**src/pkg/rivp_pkg.sv**
```systemverilog
// Purpose: shared constants and types for reset and interrupt vector placement
// Assumes: one program word per vector slot, 12-bit program word address
// Notes: slot values are offsets from the vector section base

package rivp_pkg;

  localparam int unsigned ADDR_W = 12;
  localparam int unsigned SRC_N = 25;
  localparam int unsigned SRC_W = 5;
  localparam int unsigned CAUSE_N = 4;

  // section bases
  localparam logic [ADDR_W-1:0] APP_SECTION_BASE = 12'h000;
  localparam logic [ADDR_W-1:0] BOOT_RESET_ADDR = 12'hc00;
  localparam logic [ADDR_W-1:0] RESET_SLOT = 12'h000;

  // fuse encoding: zero means programmed
  localparam logic FUSE_PROGRAMMED = 1'b0;
  localparam logic FUSE_UNPROGRAMMED = 1'b1;
  localparam logic VEC_SEL_BOOT = 1'b1;

  // source indices, in table order
  localparam logic [SRC_W-1:0] SRC_EXT_IRQ_ZERO = 5'h00;
  localparam logic [SRC_W-1:0] SRC_SELF_PROGRAM_READY = 5'h18;

  // vector slots, one word each
  localparam logic [ADDR_W-1:0] SLOT_EXT_IRQ_ZERO = 12'h001;
  localparam logic [ADDR_W-1:0] SLOT_EXT_IRQ_ONE = 12'h002;
  localparam logic [ADDR_W-1:0] SLOT_PIN_CHANGE_IRQ_ZERO = 12'h003;
  localparam logic [ADDR_W-1:0] SLOT_PIN_CHANGE_IRQ_ONE = 12'h004;
  localparam logic [ADDR_W-1:0] SLOT_PIN_CHANGE_IRQ_TWO = 12'h005;
  localparam logic [ADDR_W-1:0] SLOT_WATCHDOG_TIMEOUT_IRQ = 12'h006;
  localparam logic [ADDR_W-1:0] SLOT_TMR_B_MATCH_A_IRQ = 12'h007;
  localparam logic [ADDR_W-1:0] SLOT_TMR_B_MATCH_B_IRQ = 12'h008;
  localparam logic [ADDR_W-1:0] SLOT_TMR_B_OVERFLOW_IRQ = 12'h009;
  localparam logic [ADDR_W-1:0] SLOT_WIDE_TMR_CAPTURE_IRQ = 12'h00a;
  localparam logic [ADDR_W-1:0] SLOT_WIDE_TMR_MATCH_A_IRQ = 12'h00b;
  localparam logic [ADDR_W-1:0] SLOT_WIDE_TMR_MATCH_B_IRQ = 12'h00c;
  localparam logic [ADDR_W-1:0] SLOT_WIDE_TMR_OVERFLOW_IRQ = 12'h00d;
  localparam logic [ADDR_W-1:0] SLOT_TMR_A_MATCH_A_IRQ = 12'h00e;
  localparam logic [ADDR_W-1:0] SLOT_TMR_A_MATCH_B_IRQ = 12'h00f;
  localparam logic [ADDR_W-1:0] SLOT_TMR_A_OVERFLOW_IRQ = 12'h010;
  localparam logic [ADDR_W-1:0] SLOT_SPI_XFER_DONE_IRQ = 12'h011;
  localparam logic [ADDR_W-1:0] SLOT_USART_RX_DONE_IRQ = 12'h012;
  localparam logic [ADDR_W-1:0] SLOT_USART_TX_EMPTY_IRQ = 12'h013;
  localparam logic [ADDR_W-1:0] SLOT_USART_TX_DONE_IRQ = 12'h014;
  localparam logic [ADDR_W-1:0] SLOT_ADC_DONE_IRQ = 12'h015;
  localparam logic [ADDR_W-1:0] SLOT_EEPROM_READY_IRQ = 12'h016;
  localparam logic [ADDR_W-1:0] SLOT_ANALOG_CMP_IRQ = 12'h017;
  localparam logic [ADDR_W-1:0] SLOT_TWO_WIRE_IRQ = 12'h018;
  localparam logic [ADDR_W-1:0] SLOT_SELF_PROGRAM_READY_IRQ = 12'h019;

  // reset cause bit positions
  localparam int unsigned CAUSE_PIN = 0;
  localparam int unsigned CAUSE_POWER_ON = 1;
  localparam int unsigned CAUSE_BROWN_OUT = 2;
  localparam int unsigned CAUSE_WATCHDOG = 3;
  localparam logic [CAUSE_N-1:0] CAUSE_NONE = 4'h0;
  localparam logic [CAUSE_N-1:0] CAUSE_POWER_ON_ONLY = 4'h2;

  typedef enum logic [1:0] {
    RIVP_ST_STRAP,
    RIVP_ST_RESET_FETCH,
    RIVP_ST_IDLE
  } rivp_state_e_t;

endpackage

```
**src/pkg/rivp_vec_if.sv**
```systemverilog
// Purpose: carries source, slot and address terms between the vector modules
// Assumes: all signals combinational within the core clock domain
// Notes: the top drives the control side and keeps plain ports itself

`timescale 1ns/100ps

interface rivp_vec_if;
  import rivp_pkg::*;

  logic [SRC_W-1:0] source;
  logic source_ok;
  logic [ADDR_W-1:0] slot;
  logic boot_fuse;
  logic vec_select;
  logic [ADDR_W-1:0] reset_addr;
  logic [ADDR_W-1:0] vec_addr;

  modport map (input source, output source_ok, output slot);
  modport gen (input boot_fuse, input vec_select, input slot,
    output reset_addr, output vec_addr);
  modport ctrl (output source, output boot_fuse, output vec_select,
    input source_ok, input slot, input reset_addr, input vec_addr);
endinterface // rivp_vec_if

```
**src/hw/rivp_slot_map.sv**
```systemverilog
// Purpose: maps an interrupt source index to its vector slot
// Assumes: source index follows table order, zero for the first external request
// Notes: out-of-range indices give the reset slot and clear source_ok

`timescale 1ns/100ps

module rivp_slot_map (
  // slot lookup
  rivp_vec_if.map vec
);
  import rivp_pkg::*;

  function automatic logic [ADDR_W-1:0] slot_of(input logic [SRC_W-1:0] src);
    logic [ADDR_W-1:0] s;
    s = RESET_SLOT;
    case (src)
      5'h00: s = SLOT_EXT_IRQ_ZERO;
      5'h01: s = SLOT_EXT_IRQ_ONE;
      5'h02: s = SLOT_PIN_CHANGE_IRQ_ZERO;
      5'h03: s = SLOT_PIN_CHANGE_IRQ_ONE;
      5'h04: s = SLOT_PIN_CHANGE_IRQ_TWO;
      5'h05: s = SLOT_WATCHDOG_TIMEOUT_IRQ;
      5'h06: s = SLOT_TMR_B_MATCH_A_IRQ;
      5'h07: s = SLOT_TMR_B_MATCH_B_IRQ;
      5'h08: s = SLOT_TMR_B_OVERFLOW_IRQ;
      5'h09: s = SLOT_WIDE_TMR_CAPTURE_IRQ;
      5'h0a: s = SLOT_WIDE_TMR_MATCH_A_IRQ;
      5'h0b: s = SLOT_WIDE_TMR_MATCH_B_IRQ;
      5'h0c: s = SLOT_WIDE_TMR_OVERFLOW_IRQ;
      5'h0d: s = SLOT_TMR_A_MATCH_A_IRQ;
      5'h0e: s = SLOT_TMR_A_MATCH_B_IRQ;
      5'h0f: s = SLOT_TMR_A_OVERFLOW_IRQ;
      5'h10: s = SLOT_SPI_XFER_DONE_IRQ;
      5'h11: s = SLOT_USART_RX_DONE_IRQ;
      5'h12: s = SLOT_USART_TX_EMPTY_IRQ;
      5'h13: s = SLOT_USART_TX_DONE_IRQ;
      5'h14: s = SLOT_ADC_DONE_IRQ;
      5'h15: s = SLOT_EEPROM_READY_IRQ;
      5'h16: s = SLOT_ANALOG_CMP_IRQ;
      5'h17: s = SLOT_TWO_WIRE_IRQ;
      5'h18: s = SLOT_SELF_PROGRAM_READY_IRQ;
      default: s = RESET_SLOT;
    endcase
    return s;
  endfunction

  assign vec.slot = slot_of(vec.source);
  assign vec.source_ok = (vec.source <= SRC_SELF_PROGRAM_READY);
endmodule // rivp_slot_map

```
**src/hw/rivp_addr_gen.sv**
```systemverilog
// Purpose: forms the reset address and the vector fetch address
// Assumes: boot fuse value already captured at reset by the caller
// Notes: purely combinational; the caller registers the result

`timescale 1ns/100ps

module rivp_addr_gen (
  // address terms
  rivp_vec_if.gen vec
);
  import rivp_pkg::*;

  logic [ADDR_W-1:0] vec_base;

  // reset address follows the fuse only
  assign vec.reset_addr = (vec.boot_fuse == FUSE_PROGRAMMED) ?
    BOOT_RESET_ADDR : (APP_SECTION_BASE + RESET_SLOT);

  // vector base follows the select bit only
  assign vec_base = (vec.vec_select == VEC_SEL_BOOT) ?
    BOOT_RESET_ADDR : APP_SECTION_BASE;

  // one word per slot, so base plus slot needs no scaling
  assign vec.vec_addr = vec_base + vec.slot;
endmodule // rivp_addr_gen

```
**src/hw/rivp_top.sv**
```systemverilog
// Purpose: reset and interrupt vector address generator for the core
// Assumes: core picks the winning source; inputs synchronous to i_clk_sys
// Notes: fetch address and flags are registered, take_ready and o_irq_pending are combinational
//
// How it works
// any reset kind fetches from word zero unless boot reset is selected.
// external request zero uses slot one, request one slot two.
// pin change requests use slots three to five, watchdog slot six.
// second 8-bit timer uses slots seven, eight and nine.
// 16-bit timer uses slots ten to thirteen.
// first 8-bit timer uses slots fourteen to sixteen.
// serial peripheral transfer done uses slot seventeen.
// usart receive, data empty and transmit done use slots eighteen to twenty.
// converter, eeprom, comparator, two-wire, self-program use slots 21 to 25.
// programmed boot fuse starts execution at the boot reset address.
// vector select set puts vectors at boot section start plus slot.
// reset address from fuse alone, vector base from select bit alone.
// fuse one means unprogrammed, zero means programmed.
// software may use vector slots for code when vectors are unused.
// vector address is base plus slot, one word per slot.

`timescale 1ns/100ps

module rivp_top (
  // clock and reset
  input wire logic i_clk_sys,
  input wire logic i_rst,
  // reset sources, one bit each: pin, power-on, brown-out, watchdog
  input wire logic [rivp_pkg::CAUSE_N-1:0] i_reset_src,
  // configuration
  input wire logic i_boot_reset_fuse,
  input wire logic i_vector_base_select,
  // peripheral interrupt requests, bit n is source index n
  input wire logic [rivp_pkg::SRC_N-1:0] i_irq_req,
  // core interrupt take
  input wire logic i_irq_take,
  input wire logic [rivp_pkg::SRC_W-1:0] i_irq_source,
  output logic o_take_ready,
  output logic o_irq_pending,
  // fetch address to the core
  output logic [rivp_pkg::ADDR_W-1:0] o_fetch_addr,
  output logic o_fetch_valid,
  output logic o_fetch_is_reset,
  // status
  output logic [rivp_pkg::CAUSE_N-1:0] o_reset_cause,
  output logic o_boot_reset_active,
  output logic o_vectors_in_boot,
  output logic o_sections_split,
  output logic o_spurious_take,
  output logic o_bad_source
);
  import rivp_pkg::*;

  typedef struct packed {
    rivp_state_e_t state;
    logic fuse;
    logic vec_in_boot;
    logic [ADDR_W-1:0] fetch_addr;
    logic fetch_valid;
    logic fetch_is_reset;
    logic [CAUSE_N-1:0] cause;
    logic [CAUSE_N-1:0] pend_cause;
    logic spurious;
    logic bad_source;
  } rivp_regs_t;

  rivp_regs_t r;
  rivp_regs_t next_r;

  rivp_vec_if vec ();

  logic any_reset;
  logic take_ok;
  logic [SRC_N-1:0] req_seen;

  // slot lookup and address forming
  rivp_slot_map u_slot_map (
    .vec(vec.map)
  );

  rivp_addr_gen u_addr_gen (
    .vec(vec.gen)
  );

  assign vec.source = i_irq_source;
  assign vec.boot_fuse = r.fuse;
  assign vec.vec_select = i_vector_base_select;

  // per-source request qualification
  genvar g;
  generate
    for (g = 0; g < SRC_N; g++) begin : g_req
      assign req_seen[g] = i_irq_req[g] &&
        (i_irq_source == SRC_W'(g));
    end
  endgenerate

  assign any_reset = |i_reset_src;
  // a reset request in the same cycle always beats a take
  assign take_ok = (r.state == RIVP_ST_IDLE) && !any_reset;

  always_comb begin
    next_r = r;
    next_r.fetch_valid = 1'b0;
    next_r.fetch_is_reset = 1'b0;
    next_r.spurious = 1'b0;
    next_r.bad_source = 1'b0;
    case (r.state)
      RIVP_ST_STRAP: begin
        // fuse is a strap: caught here, after reset release
        next_r.fuse = i_boot_reset_fuse;
        next_r.cause = r.pend_cause;
        next_r.pend_cause = CAUSE_NONE;
        next_r.state = RIVP_ST_RESET_FETCH;
      end
      RIVP_ST_RESET_FETCH: begin
        if (any_reset) begin
          next_r.pend_cause = i_reset_src;
          next_r.state = RIVP_ST_STRAP;
        end else begin
          next_r.fetch_addr = vec.reset_addr;
          next_r.fetch_valid = 1'b1;
          next_r.fetch_is_reset = 1'b1;
          next_r.state = RIVP_ST_IDLE;
        end
      end
      RIVP_ST_IDLE: begin
        next_r.vec_in_boot = (i_vector_base_select == VEC_SEL_BOOT);
        if (any_reset) begin
          // every reset kind restarts through strap and a new fetch from the reset address
          next_r.pend_cause = i_reset_src;
          next_r.state = RIVP_ST_STRAP;
        end else if (i_irq_take) begin
          if (vec.source_ok) begin
            next_r.fetch_addr = vec.vec_addr;
            next_r.fetch_valid = 1'b1;
            next_r.spurious = ~|req_seen;
          end else begin
            // no slot exists: refuse without a fetch
            next_r.bad_source = 1'b1;
          end
        end
      end
      default: begin
        next_r.state = RIVP_ST_STRAP;
      end
    endcase
  end

  always_ff @(posedge i_clk_sys or posedge i_rst) begin
    if (i_rst) begin
      r.state <= RIVP_ST_STRAP;
      r.fuse <= FUSE_UNPROGRAMMED;
      r.vec_in_boot <= 1'b0;
      r.fetch_addr <= APP_SECTION_BASE;
      r.fetch_valid <= 1'b0;
      r.fetch_is_reset <= 1'b0;
      r.cause <= CAUSE_NONE;
      // the async reset itself counts as power-on
      r.pend_cause <= CAUSE_POWER_ON_ONLY;
      r.spurious <= 1'b0;
      r.bad_source <= 1'b0;
    end else begin
      r <= next_r;
    end
  end

  assign o_take_ready = take_ok;
  assign o_irq_pending = |i_irq_req;
  assign o_fetch_addr = r.fetch_addr;
  assign o_fetch_valid = r.fetch_valid;
  assign o_fetch_is_reset = r.fetch_is_reset;
  assign o_reset_cause = r.cause;
  assign o_boot_reset_active = (r.fuse == FUSE_PROGRAMMED);
  assign o_vectors_in_boot = r.vec_in_boot;
  // reset and vectors in different sections leave the slots free for code
  assign o_sections_split = o_boot_reset_active ^ r.vec_in_boot;
  assign o_spurious_take = r.spurious;
  assign o_bad_source = r.bad_source;
endmodule // rivp_top

```
**config.mk**
```make
export PLATFORM = sky130hd
export DESIGN_NAME = rivp_top
export DESIGN_NICKNAME = d
export VERILOG_FILES = /design/src/pkg/rivp_pkg.sv /design/src/pkg/rivp_vec_if.sv /design/src/hw/rivp_slot_map.sv /design/src/hw/rivp_addr_gen.sv /design/src/hw/rivp_top.sv
export SDC_FILE = /design/constraint.sdc
export NUM_CORES = 1
export LEC_CHECK = 0
export BUFFER_PORTS_ARGS = -buffer_cell sky130_fd_sc_hd__buf_2
export CORE_MARGIN = 2
export CORE_UTILIZATION = 45
export CTS_CLUSTER_SIZE = 20
export DETAILED_ROUTE_END_ITERATION = 8
export PLACE_DENSITY_LB_ADDON = 0.25
export SYNTH_ARGS = -nofsm -noshare
export SYNTH_HDL_FRONTEND = slang
export SYNTH_HIERARCHICAL = 1
export SYNTH_SLANG_ARGS = --single-unit
```
**constraint.sdc**
```tcl
create_clock -name i_clk_sys -period 1.7 [get_ports i_clk_sys]
set_input_delay 0.34 -clock i_clk_sys [delete_from_list [all_inputs] [get_ports i_clk_sys]]
set_output_delay 0.34 -clock i_clk_sys [all_outputs]
set_load 0.01 [all_outputs]
```
# == Word level (Yosys, flattened, before mapping) ==
# Memories as Yosys holds them, arrays and structs flattened.
# Cells that the tools add are included.
# word_totals
reg_bits,28
latchBits,0
ramBits,0
rom_bits,160
inputBits,39
out_inout_bits,25
word_cells,103
memories,1
# op_classes
n_addsub,1
mul,0
n_div,0
n_lt_le_gt_ge,1
eq_ne,32
n_shift,0
n_mux,18
bitwise_logic,2
n_reduce_logical,38
# mem_list
memory,words,width,read_ports,rd_clocked_by_memory_dff,wr,line,rtl
(name not given),32,5,1,0,0,rivp_slot_map.sv:16,case (src)
# op_table
cell,count
$reduce_or 25->1,2
$eq 5x5->1 const B,9
$eq 5x4->1 const B,8
$mux 13,3
$logic_and 1x1->1,26
$pmux 13 s2,1
$mux 12,2
$eq 5x3->1 const B,4
$mux 14,1
$add 12x12->12,1
$eq 5x2->1 const B,2
$mux 2,5
$ne 2x2->1 const B,4
$pmux 4 s2,1
$pmux 2 s3,1
$eq 5x1->1 const B,1
$le 5x5->1 const B,1
$logic_not 5->1,1
$reduce_and 5->1,1
$mux 4,1
$ne 2x1->1 const B,2
$reduce_bool 2->1,2
$reduce_or 4->1,1
$mux 1,3
8 further kinds,9

# == Depth between registers and ports, before layout ==
# Gate-level depths: netlist of the first run.
# logic_depth
ltp_word,8
ltp_mapped,9
depth_no_buf,7

# == Hierarchy ==
# Netlist of the first run, hierarchy kept.
# by_module_without_submodules
module,instances,cells_per_inst,area_per_inst_um2,seq_area_each_um2
rivp_top,1,164,1744.2,703.2
rivp_addr_gen,1,25,201.4,0.0
rivp_slot_map,1,29,188.9,0.0

# == Least setup slack after synthesis of the first run ==
# Ideal clock, no wire load.
# synth_timing
path_kind,input -> register
start,input i_irq_source[0] (netlist bit)
end,"register r, in the netlist o_fetch_addr[0]"
setup_ns,0.120
arrival_ns,1.555
slack_ns,0.024
cell_stages,9
path_buffers,2
path_cell_list,inv_1 > ha_1 > nor2b_1 > or2_1 > and3_1 > buf_6 > buf_12 > a22oi_1 > o21ai_2
# synth_rtl
item,line,rtl
"start, declared",rivp_top.sv:37,"input wire logic [rivp_pkg::SRC_W-1:0] i_irq_source,"
$le 5x5->1,rivp_slot_map.sv:48,assign vec.source_ok = (vec.source <= SRC_SELF_PROGRAM_READY);
net vec.source_ok,rivp_vec_if.sv:11,logic source_ok;
$ne 2x1->1 (no line),n/a,
$reduce_and 5->1 (no line),n/a,
"end signal, assigned",rivp_top.sv:164,r <= next_r;
"end, declared",rivp_top.sv:67,rivp_regs_t r;
# The timed path passes the listed nets, and every way through them passes these cells. The select of a mux whose other input is x is not followed.
# A chain may end at the register's enable or synchronous reset.

# == Final worst setup path of the first run ==
# layout_timing
start,input i_irq_req[9] (netlist bit)
end,output o_irq_pending
# layout_between
elab_chain_len,1
# layout_rtl
item,line,rtl
"start, declared",rivp_top.sv:34,"input wire logic [rivp_pkg::SRC_N-1:0] i_irq_req,"
$reduce_or 25->1,rivp_top.sv:169,assign o_irq_pending = |i_irq_req;
"end, declared",rivp_top.sv:39,"output logic o_irq_pending,"
# No other way between the ends.

==> results of run 1 <==
## metal layers
metal  up-vias  part of all wire (%)  global-route usage (%)
li1        815                     -                       -
met1       724                    46                    20.6
met2        63                    48                    26.5
met3         7                   5.1                    1.80
met4         0                   1.2                    5.35
met5         -                     0                       0
## cells by family after synthesis
group | share of synthesized area, %
XOR/XNOR | 1.52
buffers and inverters | 22.0
adder cells (fa/ha/maj) | 4.10
multiplexers | 7.62
other | 0.352
AND/OR/NAND/NOR | 12.4
AO/OA/AOI/OAI | 19.1
flip-flops | 32.9
## final timing paths
| kind | slack [ps] | end | cells after the start | startpoint |
|---|---|---|---|---|
| max reg2reg | 160 | o_fetch_addr[11]$_DFFE_PP0P_ | 6 | r[27]$_DFFE_PP0N_ |
| min reg2reg | 480 | o_fetch_addr[8]$_DFFE_PP0P_ | 2 | o_fetch_addr[8]$_DFFE_PP0P_ |
| max in group asynchronous | 1300 | r[3]$_DFFE_PP1P_ | 3 | i_rst |
| min in group i_clk_sys | 280 | vec.boot_fuse$_DFFE_PP1P_ | 3 | i_boot_reset_fuse |
| min | 110 | o_reset_cause[1]$_DFFE_PP0P_ | 3 | i_rst |
| max | -10 | o_irq_pending | 5 | i_irq_req[9] |
## cells in the final DEF (no fill, tap or decap), types with 3 or more instances in the layout
| cell | instances |
|---|---|
| buf_2 | 61 |
| dfrtp_1 | 26 |
| buf_4 | 23 |
| nand2_1 | 18 |
| conb_1 | 17 |
| a22oi_1 | 12 |
| o21ai_2 | 11 |
| o21ai_0 | 11 |
| inv_1 | 10 |
| mux2_2 | 6 |
| ha_1 | 6 |
| mux2i_1 | 5 |
| a22o_1 | 4 |
| nor2_1 | 3 |
| nor4_1 | 3 |
| nand2b_1 | 3 |
| a31oi_1 | 3 |
| nand3_1 | 3 |
| a21oi_1 | 3 |
| clkbuf_8 | 3 |
| buf_6 | 3 |
## per-stage QoR
step / utilization, % / setup WS, ps / instance area, sq um / TNS [ps] / hold slack (ps)
global route: 53.1 / -96.8 / 2470 / -96.8 / 146
CTS: 52.3 / -18.5 / 2440 / -18.5 / 120
floorplan: - / 24.5 / 2190 / 0 / 404
global placement: 50.1 / -130 / 2330 / -954 / 420
finish: 53.1 / -11.6 / 2470 / -11.6 / 108
detailed placement: 50.1 / -177 / 2330 / -1410 / 420
## tightest hold or removal path: stages
cell and delay [ps]:
buf_2 90, inv_1 40, buf_4 320
## sequential cells by signal, summed over array words and instances (netlist names)
signal / flops
o_fetch_valid: 1
o_reset_cause: 4
o_bad_source: 1
o_fetch_is_reset: 1
vec.boot_fuse: 1
o_fetch_addr: 12
r: 6
o_spurious_take: 1
o_vectors_in_boot: 1
## timing repair
item / 4_1_cts / 5_1_grt
pin swaps: 2 / 1
buffers inserted: 1 / 0
gates resized for setup: 4 / 8
setup endpoints to repair: 2 / 3
## layout make-up
| cell class | count | area [sq um] |
|---|---|---|
| clock inverter | 1 | 30.0 |
| fill | 418 | 2190 |
| tap | 54 | 67.6 |
| multi-input combinational | 140 | 1060 |
| sequential | 28 | 703 |
| inverter | 10 | 37.5 |
| timing repair buffer | 88 | 532 |
| clock buffer | 3 | 41.3 |
## power groups by stage
stage	clock (W)	sequential, W	combinational [W]
6_report	0.000517	0.000876	0.000725
5_1_grt	0.000554	0.000891	0.000808
4_1_cts	0.000532	0.000879	0.000726
3_5_place_dp	0	0.000897	0.000699
3_3_place_gp	0	0.000886	0.000688
2_1_floorplan	0	0.000881	0.000543
==> run summary, run 1 <==
Buf/Inv on CP = 2
top cells by count, synth = buf_4, dfrtp_1, nand2_1
Floorplan Core Area = 0.00466 sq mm
post-DR vias/cell = 4.97
Worst path slowest cell = or4_4
Ys Warns = 6
number of library cell types mapped by synthesis = 48
register area share after synthesis = 32.9%
Sw Ratio = 29.3%
ys flop type = dfrtp_1
Clock Latency Late Sink = 270 ps
CTS clk-pin slew, worst paths = 90 ps
peak supply drop = 0.000417 V
initial core utilization = 45.8%
Worst EP required = 1360 ps
post-DP HPWL = 3.10 mm
largest net degree at the start of global routing = 29
die area = 0.00531 sq mm
DP Cell Count = 319
crit end category = output port
Fin. Hold Viols = 0
H-tree depth = 1
vias = 1609
top cell type's share of synthesized area = 30.5%
Final Worst Setup Slack = -11.6 ps
CTS Buf Count = 3
Yosys top cell by area = dfrtp_1
WL per Instance = 12.3 um
first-pass GRT wire length = 6.69 mm
async set-reset flop share out of synthesis = 100%
min Tclk post-route = 1710 ps
die width = 72.9 um
worst-path cell chain = buf_6 -> or4_4 -> nor4_4 -> nand4_1 -> buf_2
DR iter-0 viols = 79
critical path type = input port to output port
Post-DRT Antenna Nets = 0
post-synthesis average cell area = 9.79 sq um
Final Instance Count excl. Fillers = 324
CP arrival = 1370 ps
Pins Over Slew Limit = 0
total track usage = 15.6%
cell-internal power = 0.00150 W
most frequent cell after synthesis = buf_4
Root Buffer = clkbuf_8
FF+latch count, synth = 28
DR pass1 iterations = 4
synth top area cells = dfrtp_1, buf_4, o21ai_2, a22oi_1, ha_1
violated checks = negative setup slack
final wirelength = 3.99 mm
EDFF count, synth = 0
crit path max fanout = 2
routability-driven placement congestion ratio = 0.746
Peak Freq = 584 MHz
CTS tree = built
Die Y = 72.9 um
period utilization = 101%
Layout Skew = 4.21 ps
Critical Path Start Type = input port
Top Ports = 64
unrepaired setup endpoints after global routing = yes
clk sinks = 28
Diodes inserted = 0
Logic pwr share = 34.2%
max cap viols = 0
leakage power = 1.23 nW
CTS max path bufs = 2
fin nets = 317
vias in the first global route = 1557
total power = 0.00212 W
total grt overflow = 0
Min-Delay Path Class = input port to async pin
area delta synth->final = 15.9%
initial antenna violation count = 0
Final setup viols = 1
PwrDens = 856 mW/mm^2
outcome = complete, but fails checks
DRC = 0
share of total power in sequential cells = 41.4%
Largest delay share family, worst path = simple AND/OR/NAND/NOR gates
Synth Instances = 218
Rows = 25
Post-Syn Area = 0.00213 sq mm
slowest stage delay, CP = 550 ps
clock share of power = 24.4%
Psw = 0.000620 W
share of cells above drive strength 1 = 46.7%
IO buf count = 63
Hold Buf Count CTS = 0
No activity file was read; power rests on OpenSTA's default activity.
==> inputs of run 2 (changes only) <==
Settings changed: BUFFER_PORTS_ARGS -buffer_cell sky130_fd_sc_hd__buf_2 to not set, DONT_BUFFER_PORTS set to 1.
==> run 2 against run 1 <==
Clock power shrank 21%. Worst hold slack lost 98 ps. Cell area shrank 20%. Power shrank 16%. Critical path depth shrank 1. Global-route usage shrank 1.4 points. Sequential power grew 5.0%. Largest cell class unchanged. Highest routed layer unchanged. Via count shrank 16%. The flow now finishes without violations. First-iteration DRC count shrank 20%.
==> run summary, run 2 (synthesis results as in run 1) <==
outcome = finished clean
CTS clk-pin slew, worst paths = 100 ps (about the same)
Final setup viols = 0 (-1)
Final Util = 42.2% (-11 points)
DR iter-0 viols = 63 (-20%)
WL per Instance = 14.8 um (+20%)
commonest non-fill, non-tap cells in the layout = dfrtp_1, nand2_1, conb_1
Rows = 25 (unchanged)
CP arrival = 1280 ps (-90 ps)
fillers = 450 (+7.7%)
Fin. Hold Viols = 0 (unchanged)
period utilization = 95.3% (-5.3 points)
Clock Latency Late Sink = 270 ps (about the same)
area delta synth->final = -7.80%
fin nets = 238 (-25%)
Root Buffer = clkbuf_8
Peak Freq = 617 MHz (+5.6%)
max cap viols = 0 (unchanged)
leakage power = 0.852 nW (-31%)
CTS Buf Count = 3 (unchanged)
CTS tree = built
total grt overflow = 0 (unchanged)
crit path max fanout = 4 (+2)
total track usage = 14.2% (-1.4 points)
post-DR vias/cell = 5.55 (+12%)
DRC = 0 (unchanged)
Layout Skew = 6.33 ps (+2.12 ps)
first-pass GRT wire length = 6.04 mm (-9.8%)
Pins Over Slew Limit = 0 (unchanged)
Post-Layout Inst Area = 0.00197 sq mm (-20%)
Sequential Area = 703 sq um (unchanged)
Post-DRT Antenna Nets = 0 (unchanged)
Diodes inserted = 0 (unchanged)
peak supply drop = 0.000355 V (-15%)
PwrDens = 903 mW/mm^2 (+5.5%)
Die Y = 72.9 um (unchanged)
Min-Delay Path Class = input port to async pin
post-DP HPWL = 2.93 mm (-5.5%)
largest net degree at the start of global routing = 29 (unchanged)
clk sinks = 28 (unchanged)
combined area of the multi-input logic cells = 0.00104 sq mm (-2.5%)
min Tclk post-route = 1620 ps (-90.9 ps)
die area = 0.00531 sq mm (unchanged)
Critical Path Start Type = register
vias = 1359 (-16%)
critical path type = register to output port
initial core utilization = 45.8% (unchanged)
CTS max path bufs = 2 (unchanged)
Top Ports = 64 (unchanged)
final wirelength = 3.63 mm (-8.9%)
crit end category = output port
H-tree depth = 1 (unchanged)
unrepaired setup endpoints after global routing = no
DR pass1 iterations = 4 (unchanged)
total power = 0.00178 W (-16%)
Worst EP required = 1360 ps (about the same)
Floorplan Core Area = 0.00466 sq mm (unchanged)
initial antenna violation count = 0 (unchanged)
die width = 72.9 um (unchanged)
max reg flops = 12 (unchanged)
vias in the first global route = 1362 (-13%)
most common cell after layout, fill and taps aside = dfrtp_1
IO buf count = 0 (-100%)
placed cell area = 0.00189 sq mm (-19%)
share of cells above drive strength 1 = 23.6% (-23 points)
total setup buffers inserted after CTS = 0 (-1)
routability-driven placement congestion ratio = 0.748 (+0.27%)
-- run 2: cell types whose count changed in the layout (fill, tap and decap cells not counted), moves of 2 or more --
cell,change
nor4_1,+2
buf_2,-61
nor4_4,-2
buf_4,-14
buf_6,-3
-- run 2: per-stage QoR --
stage | TNS, ps | instances | hold slack [ps] | worst slack, ps
CTS | 0 | 245 | 24.0 | 5.38
global route | 0 | 245 | 29.5 | 0.420
finish | 0 | 245 | 10.4 | 79.2
global placement | 0 | 241 | 308 | 21.5
detailed placement | -130 | 241 | 318 | -77.0
floorplan | 0 | 233 | 404 | 24.5
-- run 2: power by group --
| part | switching, W | internal, W |
|---|---|---|
| Combinational | 0.000222 | 0.000225 |
| Clock | 0.000203 | 0.000207 |
| Sequential | 0.000112 | 0.000808 |
-- run 2: final timing paths --
check                                       start                           end  slack (ps)  depth (start not counted)
min in group i_clk_sys                 i_irq_take        o_bad_source$_DFF_PP0_         170                          2
worst min-delay path                        i_rst   o_fetch_addr[9]$_DFFE_PP0P_          10                          2
max in group asynchronous                   i_rst              r[3]$_DFFE_PP1P_        1390                          2
worst max-delay path            r[26]$_DFFE_PP0N_                  o_take_ready          80                          4
worst min register to register   r[4]$_DFFE_PP0P_              r[4]$_DFFE_PP0P_         520                          1
worst max register to register  r[26]$_DFFE_PP0N_  o_fetch_addr[10]$_DFFE_PP0P_         170                          7
-- run 2: area by class of cell --
cell class              count  area share (%)
clock buffers               4            2.80
inverters                  10            1.91
multi-input cells         140            52.7
flip-flops and latches     28            35.7
well taps                  54            3.43
repair buffers              9            3.43
-- run 2: critical path: stages, from the launching register on --
cell and delay [ps]:
dfrtp_1 400, inv_1 90, ha_2 210, and2_4 180
buf_4 140
-- run 2: metal layers --
metal / up-vias / track usage, % / wire, um
met5: - / 0 / 0
met4: 0 / 3.29 / 15
met3: 2 / 3.45 / 293
met2: 62 / 24.5 / 1840
met1: 643 / 17.9 / 1480
li1: 652 / - / -
-- run 2: timing repair --
action                     4_1_cts  5_1_grt
setup endpoints to repair        1        7
hold buffers                     0        0
resized for setup                1        5
pin swaps                        0        1
==> inputs of run 3 (changes only) <==
Settings changed: MAX_ROUTING_LAYER set to met4.
==> run 3 against run 2 <==
Sequential share of layout area unchanged. Utilization unchanged. Power decreased by 0.13%. Wire length decreased by 0.17%. Clock-buffer cell count unchanged. Die area unchanged. Setup slack improved by 1.4 ps. Register-to-register slack about the same. Via count increased by 0.22%. Non-clock buffer count unchanged. Critical path type unchanged.
==> run summary, run 3 (synthesis results as in run 1) <==
Fin. Hold Viols = 0 (unchanged)
max cap viols = 0 (unchanged)
Pins Over Slew Limit = 0 (unchanged)
CTS max path bufs = 2 (unchanged)
met1 WL = 1.48 mm (-0.61%)
CTS clk-pin slew, worst paths = 100 ps (about the same)
metal2 WL = 1.81 mm (-1.4%)
initial antenna violation count = 0 (unchanged)
die width = 72.9 um (unchanged)
Sequential Area = 703 sq um (unchanged)
fillers = 450 (unchanged)
vias = 1362 (+0.22%)
Worst path slowest cell = dfrtp_1
share of cells above drive strength 1 = 23.6% (unchanged)
unrepaired setup endpoints after global routing = no
period utilization = 95.3% (about the same)
Min-Delay Path Class = input port to async pin
post-DP HPWL = 2.93 mm (unchanged)
worst-case reg-to-reg path depth = 7 (unchanged)
die area = 0.00531 sq mm (unchanged)
r2r startpoint = r[26]$_DFFE_PP0N_
Rows = 25 (unchanged)
Post-DRT Antenna Nets = 0 (unchanged)
outcome = finished clean
Top Ports = 64 (unchanged)
WL per Instance = 14.8 um (-0.17%)
final wirelength = 3.63 mm (-0.17%)
crit end category = output port
DR pass1 iterations = 4 (unchanged)
Layout Skew = 5.15 ps (-1.17 ps)
Diodes inserted = 0 (unchanged)
IO buf count = 0 (unchanged)
CP arrival = 1280 ps (about the same)
placed cell area = 0.00189 sq mm (unchanged)
Worst EP required = 1360 ps (about the same)
first-pass GRT wire length = 6.05 mm (+0.23%)
DRC = 0 (unchanged)
total track usage = 14.6% (+0.39 points)
CTS tree = built
peak supply drop = 0.000355 V (about the same)
fin nets = 238 (unchanged)
vias in the first global route = 1367 (+0.37%)
leakage power = 0.852 nW (unchanged)
Largest delay share family, worst path = flip-flops
commonest non-fill, non-tap cells in the layout = dfrtp_1, nand2_1, conb_1
Buf/Inv on CP = 2 (unchanged)
slowest stage delay, CP = 400 ps (about the same)
flop-to-flop setup slack = 160 ps (about the same)
PwrDens = 902 mW/mm^2 (-0.13%)
most common cell after layout, fill and taps aside = dfrtp_1
initial core utilization = 45.8% (unchanged)
CTS Buf Count = 3 (unchanged)
total grt overflow = 0 (unchanged)
Post-Layout Inst Area = 0.00197 sq mm (unchanged)
top layer in use = met4
Die Y = 72.9 um (unchanged)
DR iter-0 viols = 62 (-1.6%)
Critical Path Start Type = register
worst-path cell chain = inv_1 -> ha_2 -> and2_4 -> buf_4
combined area of the multi-input logic cells = 0.00104 sq mm (unchanged)
DR WL met3 = 305 um (+4.1%)
largest net degree at the start of global routing = 29 (unchanged)
min Tclk post-route = 1620 ps (-1.44 ps)
Peak Freq = 618 MHz (about the same)
critical path type = register to output port
clk sinks = 28 (unchanged)
Clock Latency Late Sink = 270 ps (about the same)
max reg flops = 12 (unchanged)
H-tree depth = 1 (unchanged)
Setup TNS Final = 0 ps (unchanged)
Root Buffer = clkbuf_8
Final setup viols = 0 (unchanged)
post-DR vias/cell = 5.56 (+0.22%)
crit path max fanout = 4 (unchanged)
worst r2r dst = o_fetch_addr[10]$_DFFE_PP0P_
Floorplan Core Area = 0.00466 sq mm (unchanged)
routability-driven placement congestion ratio = 0.758 (+1.3%)
area delta synth->final = -7.80% (unchanged)
==> run 3: cell counts in the layout (fill, tap and decap cells not counted) <==
Identical to the previous run, type by type.
==> run 3: repair_timing <==
item / 4_1_cts / 5_1_grt
resized for setup: 1 / 5
gates cloned: 0 / 0
hold endpoints to repair: 0 / 0
setup buffers: 0 / 0
hold buffers: 0 / 0
endpoints found under the setup margin: 1 / 7
pin swaps: 0 / 1
==> run 3: layout make-up <==
| type | count | share of cell area, % |
|---|---|---|
| inverter | 10 | 1.91 |
| clock buffer | 4 | 2.80 |
| tap | 54 | 3.43 |
| sequential | 28 | 35.7 |
| timing repair buffer | 9 | 3.43 |
| multi-input combinational | 140 | 52.7 |
==> run 3: how the worst max path moves through the flow <==
stage,start,end,slack [ps],cells after the start
global placement,i_irq_source[0],o_fetch_addr[2]$_DFFE_PP0P_,20,8
floorplan,i_irq_source[0],o_fetch_addr[0]$_DFFE_PP0P_,20,9
finish,r[26]$_DFFE_PP0N_,o_take_ready,80,4
global route,r[26]$_DFFE_PP0N_,o_take_ready,0.4,4
detailed placement,i_irq_source[0],o_fetch_addr[2]$_DFFE_PP0P_,-80,8
CTS,r[26]$_DFFE_PP0N_,o_fetch_addr[2]$_DFFE_PP0P_,5,7
==> run 3: where the power goes <==
group	internal [W]	total (W)	switching (W)	leakage, nW
Combinational	0.000225	0.000446	0.000221	0.452
Sequential	0.000808	0.000920	0.000112	0.370
Clock	0.000207	0.000408	0.000201	0.0288
Total	0.00124	0.00177	0.000534	0.852
==> run 3: layer usage <==
metal	GRT usage, %	up-vias
met4	3.29	0
met2	24.6	64
li1	-	652
met5	-	-
met3	3.45	4
met1	17.8	642
==> run 3: metrics by stage <==
stage | total power, W | setup slack, ps | cells | hold slack, ps | utilization (%)
after global placement | 0.00136 | 21.5 | 241 | 308 | 40.6
after CTS | 0.00179 | 5.38 | 245 | 24.0 | 41.8
after global routing | 0.00188 | 0.425 | 245 | 31.9 | 42.2
after floorplan | 0.00142 | 24.5 | 233 | 404 | -
after detailed placement | 0.00138 | -77.0 | 241 | 318 | 40.6
final | 0.00177 | 80.7 | 245 | 12.1 | 42.2
